**config.mk**
```make
export PLATFORM = sky130hd
export DESIGN_NAME = dpgc_top
export DESIGN_NICKNAME = d
export VERILOG_FILES = /design/src/core/dpgc_pkg.sv /design/src/core/dpgc_gain_sel.sv /design/src/core/dpgc_top.sv
export SDC_FILE = /design/constraint.sdc
export NUM_CORES = 1
export LEC_CHECK = 0
export BUFFER_PORTS_ARGS = -buffer_cell sky130_fd_sc_hd__buf_2
export CORE_UTILIZATION = 46
export CTS_CLUSTER_SIZE = 12
export DETAILED_ROUTE_END_ITERATION = 10
export GPL_TIMING_DRIVEN = 0
export PLACE_DENSITY_LB_ADDON = 0.12
export SYNTH_ARGS = -nofsm -noshare
export SYNTH_HDL_FRONTEND = slang
export SYNTH_HIERARCHICAL = 1
export SYNTH_SLANG_ARGS = --single-unit
export TNS_END_PERCENT = 5
```
**constraint.sdc**
```tcl
create_clock -name ref_clk -period 1.1 [get_ports ref_clk]
set_input_delay 0.11 -clock ref_clk [delete_from_list [all_inputs] [get_ports ref_clk]]
set_output_delay 0.11 -clock ref_clk [all_outputs]
set_load 0.01 [all_outputs]
```
**src/core/dpgc_pkg.sv**
```systemverilog
package dpgc_pkg;

	// register byte addresses on the configuration port
	localparam logic [7:0] LOOP_B_GAIN_ADDR = 8'h6C;
	localparam logic [7:0] LOOP_A_GAIN_ADDR = 8'h6D;
	localparam logic [7:0] PHASE_LOW_ADDR   = 8'h70;

	// values after reset
	localparam logic [7:0] GAIN_CFG_RESET   = 8'hC2;
	localparam logic [7:0] PHASE_LOW_RESET  = 8'h00;

	// field positions inside a detector gain register
	localparam int AUTO_SEL_BIT   = 7;
	localparam int ANALOG_MSB     = 6;
	localparam int ANALOG_LSB     = 4;
	localparam int DIGITAL_MSB    = 2;
	localparam int DIGITAL_LSB    = 0;

	// bit 3 is not implemented and always reads zero
	localparam logic [7:0] GAIN_CFG_MASK = 8'hF7;

	// locking mode reported by a loop datapath
	typedef enum logic [1:0] {
		DPGC_MODE_DIGITAL   = 2'h0,
		DPGC_MODE_ANALOG    = 2'h1,
		DPGC_MODE_ANALOG_8K = 2'h2,
		DPGC_MODE_IDLE      = 2'h3
	} dpgc_mode_t;

endpackage

```
**src/core/dpgc_gain_sel.sv**
```systemverilog
`timescale 1ns/1ps
// per-loop choice of the second phase detector gain
module dpgc_gain_sel (
	// clock and reset
	input  wire logic                ref_clk,
	input  wire logic                nrst,
	// configuration register and loop state
	input  wire logic [7:0]          gain_cfg,
	input  wire dpgc_pkg::dpgc_mode_t lock_mode,
	input  wire logic [2:0]          gain_8k,
	// selected gain
	output logic                     detector_used,
	output logic [2:0]               detector_gain
);

	typedef struct packed {
		logic       used;
		logic [2:0] gain;
	} dpgc_sel_t;

	dpgc_sel_t state;
	dpgc_sel_t next_state;

	logic       auto_sel;
	logic [2:0] analog_gain;
	logic [2:0] digital_gain;

	assign auto_sel     = gain_cfg[dpgc_pkg::AUTO_SEL_BIT];
	assign analog_gain  = gain_cfg[dpgc_pkg::ANALOG_MSB:dpgc_pkg::ANALOG_LSB];
	assign digital_gain = gain_cfg[dpgc_pkg::DIGITAL_MSB:dpgc_pkg::DIGITAL_LSB];

	////////////////////////////////////////////////////////////////////////////////
	// digital gain is the fallback so the value is never stale when auto is off
	always_comb begin
		next_state      = state;
		next_state.used = auto_sel;
		next_state.gain = digital_gain;
		if (auto_sel) begin
			case (lock_mode)
				dpgc_pkg::DPGC_MODE_DIGITAL: begin
					next_state.gain = digital_gain;
				end
				dpgc_pkg::DPGC_MODE_ANALOG: begin
					next_state.gain = analog_gain;
				end
				dpgc_pkg::DPGC_MODE_ANALOG_8K: begin
					next_state.gain = gain_8k;
				end
				default: begin
					next_state.gain = digital_gain;
				end
			endcase
		end
	end

	always_ff @(posedge ref_clk or negedge nrst) begin
		if (!nrst) begin
			state <= '0;
		end else begin
			state <= next_state;
		end
	end

	assign detector_used = state.used;
	assign detector_gain = state.gain;

endmodule

```
**src/core/dpgc_top.sv**
```systemverilog
// Summary of operation
// - with auto selection on and the loop locked in digital feedback, the gain is the digital field.
// - with the auto selection bit 7 clear, the digital field is the gain in every mode.
// - the analog field bits 6:4 is the gain in analog feedback above 8 kHz and unused when auto is off.
// - each loop gain register is read/write and resets to 8'hC2.
// - the low phase offset byte is read/write and resets to 8'h00.
// - auto bit 0 marks the detector unused, 1 picks the gain by digital, analog or analog 8 kHz mode.
`timescale 1ns/1ps
module dpgc_top (
	// clock and reset
	input  wire logic                 ref_clk,
	input  wire logic                 nrst,
	// configuration port, same clock domain
	input  wire logic [7:0]           cfg_addr,
	input  wire logic                 cfg_wr,
	input  wire logic                 cfg_rd,
	input  wire logic [7:0]           cfg_wdata,
	output logic [7:0]                cfg_rdata,
	output logic                      cfg_rvalid,
	// loop a state
	input  wire dpgc_pkg::dpgc_mode_t loop_a_lock_mode,
	input  wire logic [2:0]           loop_a_gain_8k,
	// loop b state
	input  wire dpgc_pkg::dpgc_mode_t loop_b_lock_mode,
	input  wire logic [2:0]           loop_b_gain_8k,
	// second phase detector settings and low phase offset byte
	output logic                      loop_a_second_phase_detector_used,
	output logic [2:0]                loop_a_second_phase_detector_gain,
	output logic                      loop_b_second_phase_detector_used,
	output logic [2:0]                loop_b_second_phase_detector_gain,
	output logic [7:0]                phase_shift_low_byte_out
);

	typedef struct packed {
		logic [7:0] loop_a_detector_gain_cfg;
		logic [7:0] loop_b_detector_gain_cfg;
		logic [7:0] phase_shift_low_byte;
		logic [7:0] rdata;
		logic       rvalid;
	} dpgc_regs_t;

	dpgc_regs_t state;
	dpgc_regs_t next_state;

	////////////////////////////////////////////////////////////////////////////////
	// register writes and registered read data; unmapped reads return zero
	always_comb begin
		next_state        = state;
		next_state.rvalid = cfg_rd;
		next_state.rdata  = 8'h00;
		if (cfg_wr) begin
			case (cfg_addr)
				dpgc_pkg::LOOP_B_GAIN_ADDR: begin
					next_state.loop_b_detector_gain_cfg = cfg_wdata & dpgc_pkg::GAIN_CFG_MASK;
				end
				dpgc_pkg::LOOP_A_GAIN_ADDR: begin
					next_state.loop_a_detector_gain_cfg = cfg_wdata & dpgc_pkg::GAIN_CFG_MASK;
				end
				dpgc_pkg::PHASE_LOW_ADDR: begin
					next_state.phase_shift_low_byte = cfg_wdata;
				end
				default: begin
					next_state.rvalid = cfg_rd;
				end
			endcase
		end
		// read returns the contents before a same-cycle write
		if (cfg_rd) begin
			case (cfg_addr)
				dpgc_pkg::LOOP_B_GAIN_ADDR: begin
					next_state.rdata = state.loop_b_detector_gain_cfg;
				end
				dpgc_pkg::LOOP_A_GAIN_ADDR: begin
					next_state.rdata = state.loop_a_detector_gain_cfg;
				end
				dpgc_pkg::PHASE_LOW_ADDR: begin
					next_state.rdata = state.phase_shift_low_byte;
				end
				default: begin
					next_state.rdata = 8'h00;
				end
			endcase
		end
	end

	always_ff @(posedge ref_clk or negedge nrst) begin
		if (!nrst) begin
			state.loop_a_detector_gain_cfg <= dpgc_pkg::GAIN_CFG_RESET;
			state.loop_b_detector_gain_cfg <= dpgc_pkg::GAIN_CFG_RESET;
			state.phase_shift_low_byte     <= dpgc_pkg::PHASE_LOW_RESET;
			state.rdata                    <= 8'h00;
			state.rvalid                   <= 1'b0;
		end else begin
			state <= next_state;
		end
	end

	assign cfg_rdata                = state.rdata;
	assign cfg_rvalid               = state.rvalid;
	assign phase_shift_low_byte_out = state.phase_shift_low_byte;

	////////////////////////////////////////////////////////////////////////////////
	// gain choice per loop, registered so every output leaves a flip-flop
	dpgc_gain_sel u_loop_a_sel (
		.ref_clk       (ref_clk),
		.nrst          (nrst),
		.gain_cfg      (state.loop_a_detector_gain_cfg),
		.lock_mode     (loop_a_lock_mode),
		.gain_8k       (loop_a_gain_8k),
		.detector_used (loop_a_second_phase_detector_used),
		.detector_gain (loop_a_second_phase_detector_gain)
	);

	dpgc_gain_sel u_loop_b_sel (
		.ref_clk       (ref_clk),
		.nrst          (nrst),
		.gain_cfg      (state.loop_b_detector_gain_cfg),
		.lock_mode     (loop_b_lock_mode),
		.gain_8k       (loop_b_gain_8k),
		.detector_used (loop_b_second_phase_detector_used),
		.detector_gain (loop_b_second_phase_detector_gain)
	);

endmodule

```
==> results.json, run 1 <==
{
  "dieArea_mm2": 0.00437,
  "cpLargestDelayFamily": "flip-flops",
  "drt-pass1-iter-count": 4,
  "min-delay-start": "cfg_wdata[3]",
  "io_buffer_count": 54,
  "clk_pin_slew_worst_paths_ns": 0.08,
  "drtIter0Drc": 52,
  "filler_cell_count": 308,
  "r2r_start": "state[24]",
  "dp_hpwl_mm": 2.87,
  "seqCellArea_um2": 983,
  "rows": 22,
  "die_w_um": 66.1,
  "placed_area_mm2": 0.00222,
  "fin_util": 0.645,
  "p_leak_nw": 1.32,
  "cp.arrival_ns": 1.34,
  "finalWirelength_mm": 3.80,
  "vdd_drop_max_v": 0.000810,
  "fin_crit_ns": 1.16,
  "timing.critical_path.required_ns": 1.28,
  "final_nets": 237,
  "cp-startpoint": "state[24]",
  "grt_util_all_layers": 0.197,
  "hold_class": "in2reg",
  "maxSlewHeadroom": 0.664,
  "drtAntennaViolNets": 0,
  "root_buffer": "clkbuf_8",
  "failed_checks": "setup timing",
  "syn_nets": 168,
  "fmax_mhz": 861,
  "synthCells": 134,
  "htreeDepth": 2,
  "core-area_mm2": 0.00380,
  "critical_path.cell_chain": "nor2b_4, mux2_4",
  "worstSetupEndpointType": "register",
  "layout-drive-gt1-share": 0.662,
  "cts_tree": "done",
  "clock_sink_count": 39,
  "design_area_mm2": 0.00245,
  "wire_per_inst_um": 15.1,
  "grt_pass1_vias": 1291,
  "clk_path_buf_depth": 2,
  "crit_buf_inv": 0,
  "drv_slew": 0,
  "cp_slowest_cell": "dfstp_2",
  "skew_ns": 0.00644,
  "numPlacedInstances": 236,
  "max_stage_delay_ns": 0.54,
  "p_per_area_mw_per_mm2": 1340,
  "status": "finished with violations",
  "place_ws_ns": -0.535,
  "initial_core_util": 0.498,
  "worst_setup_path_start_kind": "register",
  "grt_antenna_before_repair": 0,
  "holdWs_ns": 0.0461,
  "dr_total_vias": 1282,
  "hold_violations": 0,
  "syn_area_mm2": 0.00189,
  "grt_overflow": 0,
  "clk_latency_ns": 0.30,
  "syn_area_per_cell_um2": 14.1,
  "ios": 55,
  "drc": 0,
  "rsz0062_at_grt": "true",
  "setup_slack_ns": -0.0615,
  "synth_warnings": 6,
  "setup_viol": 16,
  "place_congestion": 0.763,
  "final.period_utilization": 1.06,
  "critical_path_class": "reg2reg",
  "crit_path_max_fanout": 3,
  "grt_pass1_wl_mm": 6.15,
  "maxCapViolCount": 0,
  "tightest_slew_ns": 0.504,
  "grt_max_degree": 40,
  "area_growth_pct": 29.6,
  "final_cells": 252,
  "antenna_cells": 0,
  "vias_per_cell": 5.09,
  "multi_input_area_um2": 757,
  "numCtsBuffers": 5,
  "die_h_um": 66.1
}
==> timing repair <==
action	in CTS	in global routing
setup buffers	6	0
setup endpoints to repair	23	61
endpoints found under the hold margin	34	0
pin swaps	1	0
hold buffers	2	0
gates resized for setup	5	2
==> sequential cells by signal, summed over array words and instances, names as in the netlist <==
| register | flops |
|---|---|
| state | 14 |
| cfg_rdata | 8 |
| phase_shift_low_byte_out | 8 |
| u_loop_a_sel/detector_gain | 3 |
| u_loop_b_sel/detector_gain | 3 |
| cfg_rvalid | 1 |
| u_loop_a_sel/detector_used | 1 |
| u_loop_b_sel/detector_used | 1 |
==> layout by cell type, fill, tap and decap left out, drive strengths merged, types with 2 or more instances in the layout <==
cell and count:
a32oi 7, bufinv 2, nor2b 2, a22o 6, and4b 2, dfstp 6
buf 78, mux2 35, nor2 8, nor3b 2, clkbuf 6, ha 4
inv 5, dlygate4sd3 2, dfrtp 33
==> area by class of cell <==
class                           instances  area share
Buffer                                 19      0.0602
Clock buffer                            5      0.0281
Clock inverter                          3      0.0276
Inverter                                5     0.00766
Multi-Input combinational cell         71       0.309
Sequential cell                        39       0.401
Tap cell                               48      0.0245
Timing Repair Buffer                   62       0.142
==> worst paths after layout <==
check / to / slack (ns) / cells after the start
worst min register to register: u_loop_b_sel/detector_used / 0.55 / 1
worst max-delay path: u_loop_b_sel/detector_gain[2] / -0.06 / 2
max in group asynchronous: state[31] / 0.39 / 2
worst max register to register: u_loop_b_sel/detector_gain[2] / -0.06 / 2
min in group asynchronous: u_loop_b_sel/detector_used / 0.33 / 2
worst min-delay path: phase_shift_low_byte_out[3] / 0.05 / 2
==> power breakdown <==
group	switching (mW)	internal, mW	total (mW)	leakage [nW]
sequential	0.0362	1.50	1.53	0.516
clock	0.515	0.904	1.42	0.0644
combinational	0.152	0.182	0.334	0.744
==> through the flow <==
step	setup TNS (ns)	power (mW)
5_1_grt	-1.32	3.43
3_3_place_gp	-10.08	1.87
2_1_floorplan	-3.12	1.72
3_5_place_dp	-11.01	1.88
4_1_cts	-0.540	3.30
6_report	-0.625	3.29
==> metal layers <==
layer,vias up,wire [um],GRT usage
met5,-,0,0
met4,0,51,0.0638
met3,6,151,0.0431
met2,33,2100,0.361
met1,637,1500,0.226
li1,606,-,-
Note: power is estimated with default switching activity, not from simulation.
==> run 2, diff against run 1 <==
==> constraint.sdc (replaced) <==
create_clock -name ref_clk -period 1.1 [get_ports ref_clk]
set_input_delay 0.22 -clock ref_clk [delete_from_list [all_inputs] [get_ports ref_clk]]
set_output_delay 0.22 -clock ref_clk [all_outputs]
set_load 0.01 [all_outputs]
==> results.json, run 2 (synthesized netlist as in run 1, its figures left out) <==
{
  "rsz0062_at_grt": "true",
  "maxCapViolCount": 0,
  "htreeDepth": 2,
  "grt_util_all_layers": 0.210,
  "p_leak_nw": 1.38,
  "vdd_drop_max_v": 0.000807,
  "drt-pass1-iter-count": 4,
  "area_growth_pct": 35.8,
  "fin_util": 0.676,
  "clock_sink_count": 39,
  "grt_pass1_vias": 1362,
  "grt_use_met1": 0.241,
  "core-area_mm2": 0.00380,
  "timing.critical_path.required_ns": 1.28,
  "grt_pass1_wl_mm": 6.53,
  "numPlacedInstances": 236,
  "top_register": "state",
  "setup_viol": 42,
  "rows": 22,
  "worstSetupEndpointType": "register",
  "filler_cell_count": 295,
  "cts_tree": "done",
  "drc": 0,
  "grt_overflow": 0,
  "io_buffer_count": 54,
  "tightest_slew_ns": 0.815,
  "root_buffer": "clkbuf_8",
  "busiest_layer": "met2",
  "mostFrequentLayoutCell": "buf_2",
  "fmax_mhz": 844,
  "wire_per_inst_um": 16.2,
  "fin_crit_ns": 1.18,
  "place_congestion": 0.763,
  "ios": 55,
  "critical_path_class": "in2reg",
  "skew_ns": 0.00598,
  "p_per_area_mw_per_mm2": 1300,
  "maxSlewHeadroom": 0.457,
  "cts_hold_buffers": 0,
  "final_cell_mix": "buf_2, dfrtp_1, buf_4",
  "fin_setup_tns_ns": -1.69,
  "worst_setup_path_start_kind": "input port",
  "grt_max_degree": 40,
  "drtIter0Drc": 62,
  "initial_core_util": 0.498,
  "crit_path_max_fanout": 4,
  "final_nets": 242,
  "numCtsBuffers": 5,
  "failed_checks": "setup timing",
  "layout-drive-gt1-share": 0.684,
  "die_h_um": 66.1,
  "final_cells": 257,
  "die_w_um": 66.1,
  "dieArea_mm2": 0.00437,
  "finalWirelength_mm": 4.16,
  "clk_path_buf_depth": 2,
  "place_ws_ns": -0.645,
  "dp_hpwl_mm": 2.87,
  "hold_violations": 0,
  "drtAntennaViolNets": 0,
  "hold_class": "in2async",
  "largest_reg_flops": 14,
  "met2_usage": 0.386,
  "cp.arrival_ns": 1.37,
  "vias_per_cell": 5.18,
  "final.period_utilization": 1.08,
  "setup_slack_ns": -0.0841,
  "drv_slew": 0,
  "grt_antenna_before_repair": 0,
  "grt_util_met3": 0.0431,
  "status": "finished with violations",
  "clk_pin_slew_worst_paths_ns": 0.08,
  "dr_total_vias": 1331,
  "clk_latency_ns": 0.30,
  "antenna_cells": 0
}
## run 2: changes by cell type in the layout (fill, tap and decap cells not counted), sizes merged
cell and change:
clkbuf -1, buf +8, dlygate4sd3 -2
## run 2: critical path, cell delays in order
cell,delay (ns)
buf_6,0.09
and4b_2,0.33
nor3b_4,0.25
buf_6,0.17
mux2_4,0.31
## run 2: metrics by stage
step / cell area (um2) / hold slack (ns) / power [mW]
finish: 2570 / 0.00616 / 3.33
global placement: 2220 / 0.343 / 1.87
CTS: 2540 / 0.0398 / 3.33
floorplan: 1890 / -0.0756 / 1.72
detailed placement: 2220 / 0.352 / 1.88
global route: 2570 / 0.0397 / 3.47
## run 2: layout make-up
type	count	area, um2	share of cell area
well taps	48	60.1	0.0234
repair buffers	69	423	0.165
clock buffers	5	68.8	0.0268
inverters	5	18.8	0.00731
flip-flops and latches	39	983	0.383
clock inverters	3	67.6	0.0263
multi-input cells	71	818	0.319
plain buffers	17	129	0.0502
## run 2: power breakdown
part           switching [mW]  total [mW]  leakage (nW)  internal, mW
registers              0.0345        1.53         0.516          1.50
clock network           0.517        1.42        0.0644         0.904
logic                   0.167       0.379         0.796         0.212
total                   0.718        3.33          1.38          2.61
## run 2: what timing repair did
| action | in CTS | in global routing |
|---|---|---|
| endpoints found under the hold margin | 0 | 0 |
| pin swaps | 4 | 2 |
| endpoints found under the setup margin | 44 | 45 |
| resized for setup | 22 | 5 |
| setup buffers | 12 | 3 |
## run 2: metal layers
layer	share of wire	up-vias	wire length, um
met5	0	-	0
met4	0.0087	0	36
met3	0.037	4	154
met2	0.55	35	2280
met1	0.41	677	1680
li1	-	615	-
## run 2: final timing paths
kind	cells past startpoint	endpoint	from	slack, ns
min in group ref_clk	1	cfg_rvalid	cfg_rd	0.05
max reg2reg	2	u_loop_b_sel/detector_gain[2]	state[24]	-0.06
max in group asynchronous	1	state[30]	nrst	0.57
min	1	u_loop_b_sel/detector_used	nrst	0.006
min reg2reg	1	u_loop_a_sel/detector_gain[0]	state[25]	0.55
max	5	state[19]	cfg_addr[4]	-0.08
==> run 3, diff against run 2 <==
==> constraint.sdc (replaced) <==
create_clock -name ref_clk -period 1.1 [get_ports ref_clk]
set_input_delay 0.22 -clock ref_clk [delete_from_list [all_inputs] [get_ports ref_clk]]
set_output_delay 0.22 -clock ref_clk [all_outputs]
set_load 0.1 [all_outputs]
==> results.json, run 3 (synthesized netlist as in run 1, its figures left out) <==
{
  "fin_crit_ns": 1.22,
  "clk_path_buf_depth": 2,
  "tightest_slew_ns": 0.821,
  "grt_antenna_before_repair": 0,
  "crit_buf_inv": 3,
  "cp_slowest_cell": "mux2_4",
  "cts_tree": "done",
  "finalWirelength_mm": 4.76,
  "final_cell_mix": "dfrtp_1, buf_2, buf_6",
  "grt_pass1_wl_mm": 7.05,
  "status": "finished with violations",
  "fin_setup_tns_ns": -3.13,
  "core-area_mm2": 0.00380,
  "clk_latency_ns": 0.30,
  "dieArea_mm2": 0.00437,
  "p_per_area_mw_per_mm2": 1230,
  "rows": 22,
  "filler_cell_count": 224,
  "rsz0062_at_grt": "true",
  "final_nets": 244,
  "dp_hpwl_mm": 2.87,
  "grt_util_all_layers": 0.229,
  "layout-drive-gt1-share": 0.687,
  "area_growth_pct": 57.5,
  "p_leak_nw": 1.45,
  "hold_violations": 0,
  "cts_hold_buffers": 0,
  "numCtsBuffers": 5,
  "drt-pass1-iter-count": 4,
  "grt_overflow": 0,
  "io_buffer_count": 54,
  "final.period_utilization": 1.11,
  "grt_pass1_vias": 1498,
  "root_buffer": "clkbuf_8",
  "numPlacedInstances": 236,
  "final_cells": 259,
  "skew_ns": 0.00430,
  "worstSetupEndpointType": "register",
  "max_stage_delay_ns": 0.31,
  "setup_slack_ns": -0.118,
  "fin_util": 0.784,
  "mostFrequentLayoutCell": "dfrtp_1",
  "crit_path_max_fanout": 4,
  "cp.arrival_ns": 1.40,
  "vias_per_cell": 5.31,
  "worst_setup_path_start_kind": "input port",
  "vdd_drop_max_v": 0.000816,
  "r2r_start": "state[32]",
  "htreeDepth": 2,
  "fmax_mhz": 821,
  "failed_checks": "setup timing",
  "initial_core_util": 0.498,
  "antenna_cells": 0,
  "grt_max_degree": 40,
  "timing.critical_path.required_ns": 1.28,
  "clock_sink_count": 39,
  "drc": 0,
  "drtIter0Drc": 60,
  "timing.critical_path.mode_cell": "buf_6",
  "die_h_um": 66.1,
  "cpLargestDelayFamily": "simple AND/OR/NAND/NOR gates",
  "drtAntennaViolNets": 0,
  "die_w_um": 66.1,
  "cp-startpoint": "cfg_addr[4]",
  "drv_slew": 0,
  "ios": 55,
  "dr_total_vias": 1374,
  "place_congestion": 0.763,
  "setup_viol": 44,
  "maxSlewHeadroom": 0.453,
  "clk_pin_slew_worst_paths_ns": 0.08,
  "maxCapViolCount": 0,
  "largest_reg_flops": 14,
  "wire_per_inst_um": 18.4,
  "critical_path.cell_chain": "buf_6, and4b_2, buf_6, nor3b_4, buf_6, mux2_4",
  "critical_path_class": "in2reg",
  "hold_class": "in2async",
  "top_register": "state"
}
-- run 3: cell count changes in the layout (fill, tap and decap cells not counted) --
| cell | change |
|---|---|
| clkbuf_4 | +1 |
| buf_6 | +15 |
| buf_4 | -14 |
| buf_8 | +9 |
| buf_12 | +16 |
| nand4_4 | +1 |
| buf_2 | -25 |
| nand4_2 | -1 |
-- run 3: cell type report --
| class | instances | area (um2) | area share |
|---|---|---|---|
| plain buffers | 18 | 199 | 0.0668 |
| clock buffers | 5 | 68.8 | 0.0231 |
| clock inverters | 3 | 67.6 | 0.0227 |
| inverters | 5 | 18.8 | 0.00630 |
| multi-input cells | 71 | 827 | 0.278 |
| flip-flops and latches | 39 | 983 | 0.330 |
| well taps | 48 | 60.1 | 0.0202 |
| repair buffers | 70 | 754 | 0.253 |
-- run 3: power breakdown --
| part | switching (mW) | total [mW] | internal, mW |
|---|---|---|---|
| Clock | 0.521 | 1.43 | 0.904 |
| Sequential | 0.0467 | 1.54 | 1.50 |
| Combinational | 0.399 | 0.699 | 0.301 |
| Total | 0.966 | 3.67 | 2.70 |
-- run 3: per-layer routing --
| layer | GRT usage | wire (um) | vias to the layer above |
|---|---|---|---|
| met1 | 0.244 | 1810 | 706 |
| met4 | 0.0771 | 98 | 0 |
| li1 | - | - | 617 |
| met2 | 0.440 | 2680 | 40 |
| met3 | 0.0448 | 169 | 11 |
| met5 | 0 | 0 | - |
-- run 3: stage by stage --
stage	hold WS (ns)	area, um2	power [mW]	worst slack, ns
2_1_floorplan	-0.0756	1890	1.94	-0.320
3_3_place_gp	0.343	2220	2.08	-0.587
3_5_place_dp	0.352	2220	2.10	-0.645
4_1_cts	0.0398	2920	3.64	-0.114
5_1_grt	0.0362	2980	3.81	-0.142
6_report	0.0125	2980	3.67	-0.118
-- run 3: final timing paths --
path                                                  to  slack [ns]  cells past startpoint
setup / recovery                               state[19]       -0.12                      6
hold / removal                u_loop_b_sel/detector_used        0.01                      1
setup reg to reg           u_loop_a_sel/detector_gain[0]       -0.09                      2
hold reg to reg               u_loop_b_sel/detector_used        0.43                      0
max in group asynchronous    phase_shift_low_byte_out[4]        0.57                      1
min in group ref_clk                          cfg_rvalid        0.05                      1
-- run 3: timing repair --
item / in CTS / in global routing
setup buffers: 14 / 2
setup endpoints to repair: 53 / 50
endpoints found under the hold margin: 0 / 0
resized for setup: 119 / 15
pin swaps: 0 / 1
